<file path="src/core/ifg_params.svh">
`ifndef IFG_PARAMS_SVH
`define IFG_PARAMS_SVH

// Register byte offsets on the APB
`define IFG_OFS_CTRL    8'h00
`define IFG_OFS_STATUS  8'h04
`define IFG_OFS_IREG    8'h08
`define IFG_OFS_ACC     8'h0c
`define IFG_OFS_XR1     8'h10
`define IFG_OFS_XR2     8'h14
`define IFG_OFS_XR3     8'h18
`define IFG_OFS_NOEXEC  8'h1c
`define IFG_OFS_TWOE    8'h20
`define IFG_OFS_DECODE  8'h24

// Control register bits
`define IFG_CTRL_START  0
`define IFG_CTRL_RUN    1

// Instruction word fields; word bit 0 is the msb (bit 15 here)
`define IFG_OPC_HI      15
`define IFG_OPC_LO      11
`define IFG_FMT_BIT     10
`define IFG_TAG_HI      9
`define IFG_TAG_LO      8
`define IFG_MDF_HI      7
`define IFG_MDF_LO      6
`define IFG_IND_BIT     7
`define IFG_SHC_HI      5
`define IFG_SHC_LO      0
`define IFG_DISP_HI     7
`define IFG_DISP_LO     0

// Reset values and the LDX opcode
`define IFG_RST_WORD    16'h0000
`define IFG_RST_NOEXEC  32'h0000_0000
`define IFG_RST_TWOE    32'h0000_0000
`define IFG_LDX_OPC     5'h0c

`endif

</file>
<file path="src/core/ifg_pkg.sv">
package ifg_pkg;

  typedef enum logic [3:0] {
    IFG_IDLE     = 4'h0,
    IFG_FETCH_RD = 4'h1,
    IFG_FETCH_WB = 4'h3,
    IFG_WORD2_RD = 4'h2,
    IFG_WORD2_WB = 4'h6,
    IFG_INDIR_RD = 4'h7,
    IFG_INDIR_WB = 4'h5,
    IFG_EXEC     = 4'h4
  } ifg_state_t;

  typedef struct packed {
    logic        req;
    logic        we;
    logic [15:0] addr;
    logic [15:0] wdata;
  } ifg_mem_cmd_t;

  typedef struct packed {
    logic [4:0] opcode_field;
    logic       fmt;
    logic [1:0] tag;
    logic [1:0] modifier_field;
    logic [5:0] shift_count_field;
  } ifg_decode_t;

  typedef struct packed {
    ifg_state_t     st;
    logic [15:0]    ireg;
    logic [15:0]    acc;
    logic [15:0]    sbr;
    logic [15:0]    disp;
    ifg_decode_t    dec;
    logic [2:0][15:0] xr;
    logic [31:0]    noexec;
    logic [31:0]    twoe;
    logic [1:0]     ecyc;
    logic           run;
    logic           done;
    ifg_mem_cmd_t   mem;
    logic [31:0]    prdata;
  } ifg_regs_t;

endpackage

</file>
<file path="src/core/ifg_core.sv">
// Notes on behaviour
// - Every instruction runs the first fetch cycle
// - Second word cycle only for double-word format
// - Indirect cycle only for indirect double-word
// - Format bit gives length; nonzero tag indexes
// - Fetch bits 0-7 to control, 8-15 displacement
// - Opcode, format-tag, modifier, shift count fields
// - Instruction register copied to address register first
// - Fetched instruction word written back after read
// - Indexed displacement sign-extended from bit 8
// - Unindexed single word: register plus displacement
// - Indexed: chosen index register goes to accumulator
// - Unindexed second word replaces accumulator
// - Indexed second word adds to accumulator
// - Bit 8 of double word marks indirect
// - Indirect cycle reads direct address into accumulator
// - Only one level of indirection ever
// - Execution follows instruction cycles with no gap
// - Execution cycle flags plus shift counter
// - Listed ops finish without execution cycles
// - Set next cycle flag, clear previous together
//
// Chosen here: the APB interface to the registers and the register addresses.
`timescale 1ns/100ps
`default_nettype none
`include "ifg_params.svh"

module ifg_core
  import ifg_pkg::*;
(
  input  wire logic         MCLK,
  input  wire logic         RSTN,
  input  wire logic         CE,
  input  wire logic         PSEL,
  input  wire logic         PENABLE,
  input  wire logic         PWRITE,
  input  wire logic [7:0]   PADDR,
  input  wire logic [31:0]  PWDATA,
  output logic [31:0]       PRDATA,
  output logic              PREADY,
  output logic              PSLVERR,
  output ifg_mem_cmd_t      MEM_CMD,
  input  wire logic         MEM_ACK,
  input  wire logic [15:0]  MEM_RDATA,
  output ifg_decode_t       DECODE,
  output logic [15:0]       EA,
  output logic [1:0]        EXEC_CYC,
  output logic              INSTR_DONE
);

  ifg_regs_t   s_q;
  ifg_regs_t   s_d;
  logic        acc_ok;
  logic        wr_ok;
  logic        addr_ok;
  logic        ack;
  logic        no_exec;
  logic [15:0] idx_val;
  logic [15:0] disp_ext;
  logic [15:0] fetch_base;
  ifg_decode_t fdec;

  assign acc_ok  = PSEL && PENABLE && CE;
  assign wr_ok   = acc_ok && PWRITE && addr_ok;
  assign ack     = MEM_ACK && CE;

  always_comb
  begin
    case (PADDR)
      `IFG_OFS_CTRL, `IFG_OFS_STATUS, `IFG_OFS_IREG, `IFG_OFS_ACC,
      `IFG_OFS_XR1, `IFG_OFS_XR2, `IFG_OFS_XR3, `IFG_OFS_NOEXEC,
      `IFG_OFS_TWOE, `IFG_OFS_DECODE: addr_ok = 1'b1;
      default: addr_ok = 1'b0;
    endcase
  end

  // Field split of the word arriving from storage
  always_comb
  begin
    fdec.opcode_field      = MEM_RDATA[`IFG_OPC_HI:`IFG_OPC_LO];
    fdec.fmt               = MEM_RDATA[`IFG_FMT_BIT];
    fdec.tag               = MEM_RDATA[`IFG_TAG_HI:`IFG_TAG_LO];
    fdec.modifier_field    = MEM_RDATA[`IFG_MDF_HI:`IFG_MDF_LO];
    fdec.shift_count_field = MEM_RDATA[`IFG_SHC_HI:`IFG_SHC_LO];
  end

  // Index register selection
  always_comb
  begin
    if (fdec.tag == 2'b00)
    begin
      idx_val = 16'h0000;
    end
    else
    begin
      idx_val = s_q.xr[fdec.tag - 2'b01];
    end
  end

  // Displacement, sign-extended only when indexed
  always_comb
  begin
    if (fdec.tag != 2'b00)
    begin
      disp_ext = {{8{MEM_RDATA[`IFG_DISP_HI]}},
                  MEM_RDATA[`IFG_DISP_HI:`IFG_DISP_LO]};
    end
    else
    begin
      disp_ext = {8'h00, MEM_RDATA[`IFG_DISP_HI:`IFG_DISP_LO]};
    end
  end

  // Base for the accumulator in the first cycle
  always_comb
  begin
    if (fdec.tag == 2'b00)
    begin
      fetch_base = s_q.ireg + 16'h0001;
    end
    else
    begin
      fetch_base = idx_val;
    end
  end

  assign no_exec = s_q.noexec[s_q.dec.opcode_field] ||
                   (s_q.dec.opcode_field == `IFG_LDX_OPC &&
                    s_q.dec.tag == 2'b00);

  always_comb
  begin
    s_d = s_q;
    if (CE)
    begin
      s_d.done = 1'b0;
      if (PSEL)
      begin
        case (PADDR)
          `IFG_OFS_CTRL:   s_d.prdata = {30'h0, s_q.run, 1'b0};
          `IFG_OFS_STATUS: s_d.prdata = {26'h0, s_q.ecyc, s_q.st};
          `IFG_OFS_IREG:   s_d.prdata = {16'h0, s_q.ireg};
          `IFG_OFS_ACC:    s_d.prdata = {16'h0, s_q.acc};
          `IFG_OFS_XR1:    s_d.prdata = {16'h0, s_q.xr[0]};
          `IFG_OFS_XR2:    s_d.prdata = {16'h0, s_q.xr[1]};
          `IFG_OFS_XR3:    s_d.prdata = {16'h0, s_q.xr[2]};
          `IFG_OFS_NOEXEC: s_d.prdata = s_q.noexec;
          `IFG_OFS_TWOE:   s_d.prdata = s_q.twoe;
          `IFG_OFS_DECODE: s_d.prdata = {16'h0, s_q.dec};
          default:         s_d.prdata = 32'h0;
        endcase
      end
      case (s_q.st)
        IFG_IDLE:
        begin
          if (s_q.run || (wr_ok && PADDR == `IFG_OFS_CTRL && PWDATA[`IFG_CTRL_START]))
          begin
            s_d.mem.addr = s_q.ireg;
            s_d.mem.req  = 1'b1;
            s_d.mem.we   = 1'b0;
            s_d.st       = IFG_FETCH_RD;
          end
        end
        IFG_FETCH_RD:
        begin
          if (ack)
          begin
            s_d.sbr       = MEM_RDATA;
            s_d.dec       = fdec;
            s_d.disp      = disp_ext;
            s_d.ireg      = s_q.ireg + 16'h0001;
            if (fdec.fmt)
            begin
              s_d.acc = fetch_base;
            end
            else
            begin
              s_d.acc = fetch_base + disp_ext;
            end
            s_d.mem.we    = 1'b1;
            s_d.mem.wdata = MEM_RDATA;
            s_d.st        = IFG_FETCH_WB;
          end
        end
        IFG_FETCH_WB:
        begin
          if (ack)
          begin
            if (s_q.dec.fmt)
            begin
              s_d.mem.addr = s_q.ireg;
              s_d.mem.we   = 1'b0;
              s_d.st       = IFG_WORD2_RD;
            end
            else
            begin
              s_d.mem.req = 1'b0;
              s_d.mem.we  = 1'b0;
              s_d.st      = no_exec ? IFG_IDLE : IFG_EXEC;
              s_d.ecyc    = no_exec ? 2'b00 : 2'b01;
              s_d.done    = no_exec;
            end
          end
        end
        IFG_WORD2_RD:
        begin
          if (ack)
          begin
            s_d.sbr  = MEM_RDATA;
            s_d.ireg = s_q.ireg + 16'h0001;
            if (s_q.dec.tag == 2'b00)
            begin
              s_d.acc = MEM_RDATA;
            end
            else
            begin
              s_d.acc = s_q.acc + MEM_RDATA;
            end
            s_d.mem.we    = 1'b1;
            s_d.mem.wdata = MEM_RDATA;
            s_d.st        = IFG_WORD2_WB;
          end
        end
        IFG_WORD2_WB:
        begin
          if (ack)
          begin
            if (s_q.dec.modifier_field[`IFG_IND_BIT - `IFG_MDF_LO])
            begin
              s_d.mem.addr = s_q.acc;
              s_d.mem.we   = 1'b0;
              s_d.st       = IFG_INDIR_RD;
            end
            else
            begin
              s_d.mem.req = 1'b0;
              s_d.mem.we  = 1'b0;
              s_d.st      = no_exec ? IFG_IDLE : IFG_EXEC;
              s_d.ecyc    = no_exec ? 2'b00 : 2'b01;
              s_d.done    = no_exec;
            end
          end
        end
        IFG_INDIR_RD:
        begin
          if (ack)
          begin
            s_d.sbr       = MEM_RDATA;
            s_d.disp      = MEM_RDATA;
            s_d.acc       = MEM_RDATA;
            s_d.mem.we    = 1'b1;
            s_d.mem.wdata = MEM_RDATA;
            s_d.st        = IFG_INDIR_WB;
          end
        end
        IFG_INDIR_WB:
        begin
          if (ack)
          begin
            s_d.mem.req = 1'b0;
            s_d.mem.we  = 1'b0;
            s_d.st      = no_exec ? IFG_IDLE : IFG_EXEC;
            s_d.ecyc    = no_exec ? 2'b00 : 2'b01;
            s_d.done    = no_exec;
          end
        end
        IFG_EXEC:
        begin
          if (s_q.dec.shift_count_field != 6'h00)
          begin
            s_d.dec.shift_count_field = s_q.dec.shift_count_field - 6'h01;
          end
          if (s_q.ecyc[0] && s_q.twoe[s_q.dec.opcode_field])
          begin
            s_d.ecyc = 2'b10;
          end
          else
          begin
            s_d.ecyc = 2'b00;
            s_d.done = 1'b1;
            s_d.st   = IFG_IDLE;
          end
        end
        default:
        begin
          s_d.st      = IFG_IDLE;
          s_d.mem.req = 1'b0;
          s_d.ecyc    = 2'b00;
        end
      endcase
      if (wr_ok)
      begin
        case (PADDR)
          `IFG_OFS_CTRL:   s_d.run    = PWDATA[`IFG_CTRL_RUN];
          `IFG_OFS_IREG:   s_d.ireg   = PWDATA[15:0];
          `IFG_OFS_XR1:    s_d.xr[0]  = PWDATA[15:0];
          `IFG_OFS_XR2:    s_d.xr[1]  = PWDATA[15:0];
          `IFG_OFS_XR3:    s_d.xr[2]  = PWDATA[15:0];
          `IFG_OFS_NOEXEC: s_d.noexec = PWDATA;
          `IFG_OFS_TWOE:   s_d.twoe   = PWDATA;
          default:         s_d.run    = s_d.run;
        endcase
      end
    end
  end

  always_ff @(posedge MCLK or negedge RSTN)
  begin
    if (!RSTN)
    begin
      s_q        <= '0;
      s_q.st     <= IFG_IDLE;
      s_q.ireg   <= `IFG_RST_WORD;
      s_q.noexec <= `IFG_RST_NOEXEC;
      s_q.twoe   <= `IFG_RST_TWOE;
    end
    else
    begin
      s_q <= s_d;
    end
  end

  assign PRDATA     = s_q.prdata;
  assign PREADY     = CE;
  assign PSLVERR    = PSEL && PENABLE && !addr_ok;
  assign MEM_CMD    = s_q.mem;
  assign DECODE     = s_q.dec;
  assign EA         = s_q.acc;
  assign EXEC_CYC   = s_q.ecyc;
  assign INSTR_DONE = s_q.done;
endmodule // ifg_core

`default_nettype wire

</file>
<file path="config.mk">
export PLATFORM = sky130hd
export DESIGN_NAME = ifg_core
export DESIGN_NICKNAME = d
export VERILOG_FILES = /design/src/core/ifg_pkg.sv /design/src/core/ifg_core.sv
export VERILOG_INCLUDE_DIRS = /design/src /design/src/core
export SDC_FILE = /design/constraint.sdc
export NUM_CORES = 1
export LEC_CHECK = 0
export ABC_AREA = 1
export BUFFER_PORTS_ARGS = -buffer_cell sky130_fd_sc_hd__buf_2
export CAP_MARGIN = 5
export CORE_MARGIN = 5
export CORE_UTILIZATION = 48
export CTS_BUF_LIST = sky130_fd_sc_hd__clkbuf_16
export CTS_CLUSTER_SIZE = 30
export DETAILED_ROUTE_END_ITERATION = 7
export PLACE_DENSITY = 0.67
export SLEW_MARGIN = 30
export SYNTH_ARGS = -nofsm -noshare
export SYNTH_HDL_FRONTEND = slang
export SYNTH_SLANG_ARGS = --single-unit
</file>
<file path="constraint.sdc">
create_clock -name MCLK -period 4.6 [get_ports MCLK]
set_clock_uncertainty 0.2 [all_clocks]
set_input_delay 0 -clock MCLK [delete_from_list [all_inputs] [get_ports MCLK]]
set_output_delay 0 -clock MCLK [all_outputs]
set_load 0.02 [all_outputs]
</file>
# == Yosys cells after proc, flatten, opt, wreduce, memory -nomap -nowiden ==
# Cells that the tools add are included.
# totals
regBits,234
in_bits,63
# op_classes
reduce_logical,43
n_eq_ne,31
bitwise,2
magnitude_cmp,2
addsub,5
n_mux,53
# ops
operator,count
one-hot mux 32 bit (10 select lines),1
2-to-1 mux 16 bit,9
one-hot mux 32 bit (3 select lines),1
2-to-1 mux 84 bit,1
2-to-1 mux 52 bit,1
2-to-1 mux 48 bit,1
one-hot mux 16 bit (3 select lines),1
2-to-1 mux 19 bit,2
adder 16 bit,2
binary-select mux 16 bit (select 2 bit),1
== test 8 x 5 -> 1 bit (second input constant),4
one-hot mux 16 bit (2 select lines),1
one-hot mux 4 bit (8 select lines),1
!= test 2 bit (second input constant),13
2-to-1 mux 4 bit,6
AND reduction 3 bit,8
AND reduction 7 bit,3
2-to-1 mux 18 bit,1
adder 16 x 1 -> 16 bit (second input constant),1
== test 4 x 3 -> 1 bit (second input constant),4
== test 8 x 4 -> 1 bit (second input constant),2
== test 8 x 6 -> 1 bit (second input constant),2
2-to-1 mux 2 bit,8
2-to-1 mux 3 bit,4
35 further kinds,58

# == Depth between registers and ports, before layout ==
# Gate-level depths: netlist of the first run.
# depth
word_depth,10
mapped_depth,24
ltp_nobuf,22

# == Worst setup path before layout of the first run ==
# Ideal clock, no wire load.
# synth_path
kind,input port to flip-flop
startpoint,input MEM_RDATA[8]
endpoint,"register s_q, in the netlist EA[12]"
arrival_time_ps,2843
setup_time_ps,65
path_stages,21
required_ps,4335
slack_ps,1492
path_cell_list,inv_1 clkbuf_1 ha_1 clkbuf_1 buf_1 a21oi_1 a22oi_1 ha_1 inv_1 fa_1 inv_1 nand3_1 nand2_1 nand3_1 nand3_1 nor2_1 nor2_1 nand2_1 nand3_1 nand3_1 nand2_1
# synth_between
elab_chain_len,8
# synth_rtl
element,line_no,source
from (decl),ifg_core.sv:44,"input wire logic [15:0] MEM_RDATA,"
subtractor 2 x 1 -> 2 bit,ifg_core.sv:96,idx_val = s_q.xr[fdec.tag - 2'b01];
binary-select mux 16 bit (select 2 bit),ifg_core.sv:96,
2-to-1 mux 16 bit (implied by the code),ifg_core.sv:96,
2-to-1 mux 16 bit,ifg_core.sv:117,if (fdec.tag == 2'b00)
adder 16 bit,ifg_core.sv:178,s_d.acc = fetch_base + disp_ext;
2-to-1 mux 16 bit,ifg_core.sv:172,if (fdec.fmt)
2-to-1 mux 84 bit,ifg_core.sv:166,if (ack)
one-hot mux 32 bit (3 select lines) *,ifg_core.sv:153,case (s_q.st)
to (decl),ifg_core.sv:51,ifg_regs_t s_q;
# Mark *: on every way between the ends. The rest lies on a longest branch, timed or not. The select of a mux whose other input is x is not followed.
# A chain may end at the register's enable or synchronous reset.

# == Worst setup path in the final report of the first run ==
# layout_path
startpoint,input PADDR[0]
endpoint,register s_q[261] (netlist bit)
# layout_between
elab_chain_len,5
# layout_rtl
element,line_no,source
from (decl),ifg_core.sv:37,"input wire logic [7:0] PADDR,"
== test 8 x 5 -> 1 bit (tied with other cells),ifg_core.sv:69,case (PADDR)
OR reduction 10 bit,ifg_core.sv:69,
2-to-1 mux 1 bit,ifg_core.sv:69,
logical AND 1 bit,ifg_core.sv:64,assign wr_ok = acc_ok && PWRITE && addr_ok;
2-to-1 mux 16 bit *,ifg_core.sv:291,if (wr_ok)
# Mark *: on every way between the ends. The rest lies on a longest branch, timed or not.

==> results.txt, run 1 <==
Once detail routing completed, the nets flagged for antenna violations numbered 0. The placed instances occupy a cell area of 15,600 um^2. Tracing the worst setup path back leads to its startpoint at PADDR[0]. The tools report the kind of launch point of the worst setup path as an input pin. The worst setup path is captured at a register. Averaged over all synthesized cells, the footprint is 7.22 um^2. Setup violations remaining at the end of the flow were counted as 0. The overall die width works out to 189 um. The pin slew with the least headroom to its limit works out to 0.955 ns. The count of input and output buffers is 165, and the post-route clock period utilization is 97.0%. The number of flops mapped to enable cells by yosys works out to 0. The maximum number of pins on one net before global-route repair was 99; the share of the synthesized area in the top cell type was 38.0%. The tightest hold path in the finished design has a slack of 0.0360 ns. The routed via count divided by cell count works out to 5.80. Summing all non-filler instances in the final layout gives an area of 17,300 um^2. The logs give 1 for the level count of the clock H-tree and 4.83 ns for the endpoint required time on the critical path.

The critical path is of the in -> reg type. The library cell used most frequently in the layout, excluding fill and tap cells, is nand2_1. The number of violations reported at the end of detailed-routing iteration 0 was 1,866; the number of top-level pins was 166. Number of antenna violations at the first check in global routing: 0. The startpoint identified for the worst register-to-register timing path is s_q[262]. Clock-pin slew was measured on the worst setup and hold paths at 0.06 ns. Clock tree synthesis inserted a total of 27 buffers. Register bit count reported by yosys: 233. The core region is 31,600 um^2. The cell leakage power was 8.69 nW; the part of the Yosys area used for sequential elements was 38.0%.

The run gives 57 as the number of distinct standard cells referenced by the synthesized netlist. The flow ran to the end, and the final reports show no timing, DRC or antenna violations. For the count of standard-cell rows, the log shows 65. The post-synthesis net count came out at 2,224. The logs give 0.56 ns for the clock network latency to the later pin of the worst-skew pair and 0.139 ns for the least setup slack across all paths after layout. Max-capacitance violation count: 0. Class of the most critical hold timing path: in -> reg. The synthesized design spends more area on one cell type than any other, namely dfrtp_1. Number of remaining DRC errors: 0. The arrival time at the worst endpoint came out at 4.70 ns.

The final number of max-transition violations was 0; the sum of net half-perimeters after detailed placement was 42.9 mm. For this design the ratio of total power to cell area is 511 nW/um^2. Setup repair after global routing left no endpoint under its margin. The number of nets at the end of the flow came out at 2,322. The overall power was 8.85 mW; the post-CTS setup buffer count was 0.

Measured against its own limit, the worst slew margin works out to 36.2%. TritonCTS built the clock tree. Fill cells in the final layout number 3,124. The antenna cell count is 0, and the depth of the worst register-to-register path is 12. Across the VDD grid, the largest voltage drop is 0.309 mV. The clock root buffer was clkbuf_16. Among all flip-flop cells after synthesis, the most frequent one is dfrtp_1. In the layout the commonest cells are nand2_1 (588), dfrtp_1 (233), inv_1 (213). The count of vias placed by the detailed router was 15.3k; the vertical die dimension was 189 um.

The synthesized area was 15,300 um^2; the initial core utilization was 48.6%. The worst slack after detailed placement is 1.01 ns. At the end of routability-driven placement, the weighted congestion stood at 1.03. Timing would allow up to 0.224 GHz.

In the synthesized netlist, the number of instances is 2,123. The area overhead of the layout relative to synthesis is 13.1%. The clock drives 233 sinks. The clock period could shrink to 4.46 ns. For this run the aggregate overflow at the end of global routing stands at 0. Dividing the detail-routed wire length by the instance count gives 21.8 um. The first global-routing pass estimated 88.2 mm of wire.

The die covers 35,600 um^2. Ranked by total cell area, the synthesized netlist is headed by dfrtp_1 (38%), nand2_1 (14%), buf_4 (5.6%), o21ai_0 (5.3%), inv_1 (5.1%). The setup check on the worst reg-to-reg path leaves a slack of 0.58 ns. The logs give 0 for the number of warnings issued by yosys and 0 for the number of hold-slack violations in the final timing report.

The final routed wirelength across all metal layers came out at 57.7 mm. Cells with a size suffix above 1 make up 12.4% of the layout. For this run, the detailed router's first-pass iteration total came to 8.

The async set-reset flop share out of synthesis is 100%. The tools report the destination of the worst register-to-register timing path as s_q[261]. The top fanout value on the critical path came out at 15. The tools report the maximum clock insertion buffer count as 3.

After routing, the total negative slack on setup checks comes to 0 ns. The destination of the critical timing path is s_q[261]. The global routing usage summed across all routing layers is 31.7%, and the via count of the first global-routing pass is 14.5k.
## cells by family after synthesis
kind of cell,count (synthesis),synth area share (%)
XOR/XNOR,18,1.03
flip-flops,233,38.0
AO/OA/AOI/OAI,531,19.5
AND/OR/NAND/NOR,889,24.6
multiplexers,1,0.0653
buffers and inverters,413,13.6
adder cells (fa/ha/maj),38,3.20
## flip-flops by register name (all words and copies together) (netlist names)
register,flops
PRDATA,32
EXEC_CYC,2
DECODE,16
MEM_CMD,34
EA,16
s_q,132
INSTR_DONE,1
## worst min path at each step
stage	slack, ns	end	start	depth (start not counted)
final	0.04	PRDATA[13]	PADDR[1]	8
after floorplan	-0.50	DECODE[0]	RSTN	0
after detailed placement	-0.11	EA[14]	RSTN	1
after global routing	0.07	s_q[96]	PWDATA[26]	4
after global placement	-0.11	EA[14]	RSTN	1
after CTS	0.03	PRDATA[13]	PADDR[1]	8
## critical path, cell delays in order
cell,delay (ns)
dlygate4sd3_1,0.53
buf_2,0.12
nor2_2,0.18
dlygate4sd3_1,0.62
nand3_1,0.07
dlygate4sd3_1,0.57
inv_2,0.12
nand2_1,0.34
nand2_1,0.19
nor2_2,0.07
nand2_4,0.14
nand3_4,0.25
o211ai_1,0.26
dlygate4sd3_1,0.57
o21ai_0,0.08
dlygate4sd3_1,0.57
## layer usage
metal / share of wire, % / GRT usage, % / vias up
met1: 45 / 47.5 / 7263
met3: 10 / 6.30 / 119
met2: 42 / 46.2 / 839
met4: 3.3 / 9.75 / 0
met5: 0 / 0 / -
li1: - / - / 7123
## cell usage after synthesis, drive strengths merged, types with 16 or more instances
cell type / number
a21oi: 107
a22oi: 16
buf: 154
clkbuf: 37
dfrtp: 233
ha: 36
inv: 217
nand2: 603
nand3: 121
nor2: 123
o211ai: 33
o21ai: 296
o22ai: 29
## final cells by class
cell class / instances / area, um^2 / share of cell area (%)
multi-input cells: 1477 / 7430 / 42.9
repair buffers: 260 / 1770 / 10.2
flip-flops and latches: 233 / 5830 / 33.6
clock inverters: 23 / 282 / 1.62
inverters: 222 / 838 / 4.84
clock buffers: 27 / 676 / 3.90
well taps: 402 / 503 / 2.90
## what timing repair did
action	in CTS	in global routing
hold endpoints to repair	410	0
hold buffers	77	0
setup endpoints to repair	0	2
gates resized for setup	0	1
## stage by stage
step | instances | util [%]
final | 2644 | 54.9
after global routing | 2644 | 54.9
after CTS | 2644 | 54.9
after detailed placement | 2517 | 49.3
after global placement | 2517 | 49.3
after floorplan | 2123 | -
## power breakdown
part           internal, mW  total (mW)  switching (mW)
Combinational          1.14        3.58            2.43
Sequential             2.37        2.92           0.550
Clock                  1.41        2.36           0.944
Total                  4.92        8.85            3.93
(Power assumes the default switching activity.)
==> run 2, diff against run 1 <==
--- a/config.mk
+++ b/config.mk
@@ -9,6 +9,7 @@
 export ABC_AREA = 1
 export BUFFER_PORTS_ARGS = -buffer_cell sky130_fd_sc_hd__buf_2
 export CAP_MARGIN = 5
+export CORE_ASPECT_RATIO = 1.1
 export CORE_MARGIN = 5
 export CORE_UTILIZATION = 48
 export CTS_BUF_LIST = sky130_fd_sc_hd__clkbuf_16
==> results.txt, run 2 (synthesized netlist as in run 1, its figures left out) <==
The vertical die dimension was 197 um (was 189 um). Post-route clock period utilization: 94.7% (was 97.0%). Destination of the worst register-to-register timing path: s_q[261] (unchanged).

The clock-pin slew on the worst setup and hold paths was 0.06 ns (about the same). The tools report the clock root buffer as clkbuf_16 (unchanged). The depth of the worst register-to-register path was 12 (unchanged); the level count of the clock H-tree was 1 (unchanged).

For the count of standard-cell rows, the log shows 68 (was 65). The run finished with clean final reports. The final routed wirelength across all metal layers was 58.2 mm (was 57.7 mm); the least setup slack across all paths after layout was 0.244 ns (was 0.139 ns).

The slowest cell on the critical path was dlygate4sd3_1 (unchanged). For the max-capacitance violation count, the log shows 0 (unchanged). The count of vias placed by the detailed router came out at 15.4k (was 15.3k). The post-CTS setup buffer count was 0 (unchanged). Origin of the critical flop-to-flop path: s_q[262] (unchanged).

The count of input and output buffers is 165 (unchanged). The run gives 1,822 (was 1,866) as the number of violations reported at the end of detailed-routing iteration 0. For the worst hold margin, the log shows 0.0103 ns (was 0.0360 ns). Highest-count cells in the layout ignoring fill and taps: nand2_1 (588), dfrtp_1 (233), inv_1 (210) (was nand2_1 (588), dfrtp_1 (233), inv_1 (213)). The logs give 35,600 um^2 (about the same) for the overall die area and 4.60 ns (was 4.70 ns) for the arrival time at the worst endpoint. The tools report the kind of launch point of the worst setup path as an input pin (unchanged).

The run gives 4.84 ns (was 4.83 ns) as the endpoint required time on the critical path. The worst relative slew slack came out at 35.7% (was 36.2%). The tools report the worst slack after detailed placement as 0.887 ns (was 1.01 ns).

The logs give 127 (was 99) for the maximum number of pins on one net before global-route repair and 0 (unchanged) for the number of endpoints failing setup at the final stage. For the antenna cell count, the log shows 0 (unchanged). The clock period minus worst slack came out at 4.36 ns (was 4.46 ns).

The global-route wire length before repair is 89.1 mm (was 88.2 mm). The weighted congestion at the end of routability-driven global placement was 1.05 (was 1.03). The top fanout value on the critical path came out at 21 (was 15).

The most common cell type on the critical path was dlygate4sd3_1 (unchanged). Number of antenna violations at the first check in global routing: 0 (unchanged). The class of the most critical hold timing path is in -> reg (unchanged). The post-detailed-route wirelength per cell works out to 21.9 um (was 21.8 um).

The tools report the setup TNS as 0 ns (unchanged). The flip-flop count of the largest register after layout was 132 (unchanged); the maximum clock insertion buffer count was 3 (unchanged). The tools report the end point of the worst hold path as PRDATA[16] (was PRDATA[13]). For the initial core utilization, the log shows 48.7% (was 48.6%). The logs give 6 (was 8) for the total iterations of the first detailed-routing run and 0 (unchanged) for the residual antenna-violating net count after detailed routing. The placeable core area came out at 31,500 um^2 (was 31,600 um^2). Worst-path cell chain: dlygate4sd3_1, buf_2, nor2_2, dlygate4sd3_1, nand3_1, inv_2, nand2_1, nand2_1, nor2_2, nand2_4, nand3_2, o21ai_0, dlygate4sd3_1, o22ai_1, dlygate4sd3_1 (was dlygate4sd3_1, buf_2, nor2_2, dlygate4sd3_1, nand3_1, dlygate4sd3_1, inv_2, nand2_1, nand2_1, nor2_2, nand2_4, nand3_4, o211ai_1, dlygate4sd3_1, o21ai_0, dlygate4sd3_1).

The fraction of layout cells with a size suffix above 1 works out to 12.3% (was 12.4%). Setup repair after global routing left no endpoint under its margin. Element type at the critical path end: a register (unchanged). The number of top-level pins is 166 (unchanged).

The source of the worst hold timing path is PADDR[6] (was PADDR[1]). Critical path's largest stage delay: 0.60 ns (was 0.62 ns). Commonest non-fill, non-tap cell in the layout: nand2_1 (unchanged). The worst hold path stage count is 7 (was 8). The cell leakage power came out at 8.65 nW (was 8.69 nW). TritonCTS built the clock tree.

Kind of cell with the highest combined delay on the critical path: buffers and inverters (unchanged). The combined buffer and inverter count along the critical path was 6 (was 7); the overall power was 8.64 mW (was 8.85 mW). The run gives 2,320 (was 2,322) as the number of nets at the end of the flow. Type of the setup path with the least slack: in -> reg (unchanged). The logs give 0.57 ns (was 0.56 ns) for the clock network latency to the later pin of the worst-skew pair and 0.230 GHz (was 0.224 GHz) for the maximum clock rate. Sum of net half-perimeters after detailed placement: 42.8 mm (was 42.9 mm).

The routed via count divided by cell count was 5.78 (was 5.80). The worst ir drop on vdd came out at 0.229 mV (was 0.309 mV). The overall die width came out at 180 um (was 189 um). The final number of max-transition violations is 0 (unchanged).

The largest register by flop count was s_q (unchanged). The global route total overflow was 0 (unchanged); the power density normalized to cell area was 501 nW/um^2 (was 511 nW/um^2). The number of hold-slack violations in the final timing report was 0 (unchanged); the area overhead of the layout relative to synthesis was 12.5% (was 13.1%).

The number of remaining DRC errors was 0 (unchanged). The number of buffers inserted during clock tree synthesis was 26 (was 27); the global routing usage summed across all routing layers was 31.9% (was 31.7%). The pin slew with the least headroom to its limit is 0.963 ns (was 0.955 ns), and the number of clock sinks seen by CTS is 233 (unchanged). Via count of the first global-routing pass: 15.0k (was 14.5k). The tools report the register-to-register path setup slack as 0.72 ns (was 0.58 ns).
[run 2: how the worst max path moves through the flow]
stage	slack [ns]	to	cells past startpoint	startpoint
floorplan	1.49	EA[12]	21	MEM_RDATA[8]
global route	0.06	s_q[250]	15	PADDR[0]
detailed placement	0.89	EA[15]	21	MEM_RDATA[9]
finish	0.24	s_q[250]	15	PADDR[0]
CTS	0.37	s_q[261]	15	PADDR[0]
global placement	0.96	EA[14]	18	MEM_RDATA[9]
[run 2: cell type report]
| class | instances | area (um^2) |
|---|---|---|
| Timing Repair Buffer | 259 | 1760 |
| Fill cell | 3078 | 14200 |
| Tap cell | 420 | 526 |
| Sequential cell | 233 | 5830 |
| Clock buffer | 26 | 651 |
| Multi-Input combinational cell | 1477 | 7420 |
| Clock inverter | 22 | 220 |
| Inverter | 222 | 838 |
[run 2: routing by layer]
| layer | global-route usage [%] | share of wire (%) | vias up |
|---|---|---|---|
| met4 | 14.6 | 5.2 | 0 |
| met3 | 4.81 | 7.3 | 175 |
| li1 | - | - | 7121 |
| met1 | 40.3 | 40 | 7301 |
| met2 | 54.5 | 48 | 776 |
| met5 | 0 | 0 | - |
[run 2: worst min-delay path: cells and delay by family]
family          cells  cell delay [ns]
simple gates        5             0.38
compound gates      1             0.25
buf+inv             1             0.10
[run 2: through the flow]
stage          utilization [%]  area (um^2)  instances
6_report                  54.8        17200       2659
5_1_grt                   54.8        17200       2659
4_1_cts                   54.8        17200       2659
3_5_place_dp              49.5        15600       2535
3_3_place_gp              49.5        15600       2535
2_1_floorplan                -        15300       2123
[run 2: what timing repair did]
item / in CTS / in global routing
hold buffers: 76 / 0
hold endpoints to repair: 447 / 0
resized for setup: 0 / 0
[run 2: power by group]
| group | leakage (nW) | internal, mW | total (mW) | switching [mW] |
|---|---|---|---|---|
| registers | 3.16 | 2.37 | 2.89 | 0.523 |
| logic | 5.05 | 1.15 | 3.57 | 2.42 |
| clock network | 0.438 | 1.26 | 2.17 | 0.913 |
| total | 8.65 | 4.77 | 8.64 | 3.86 |
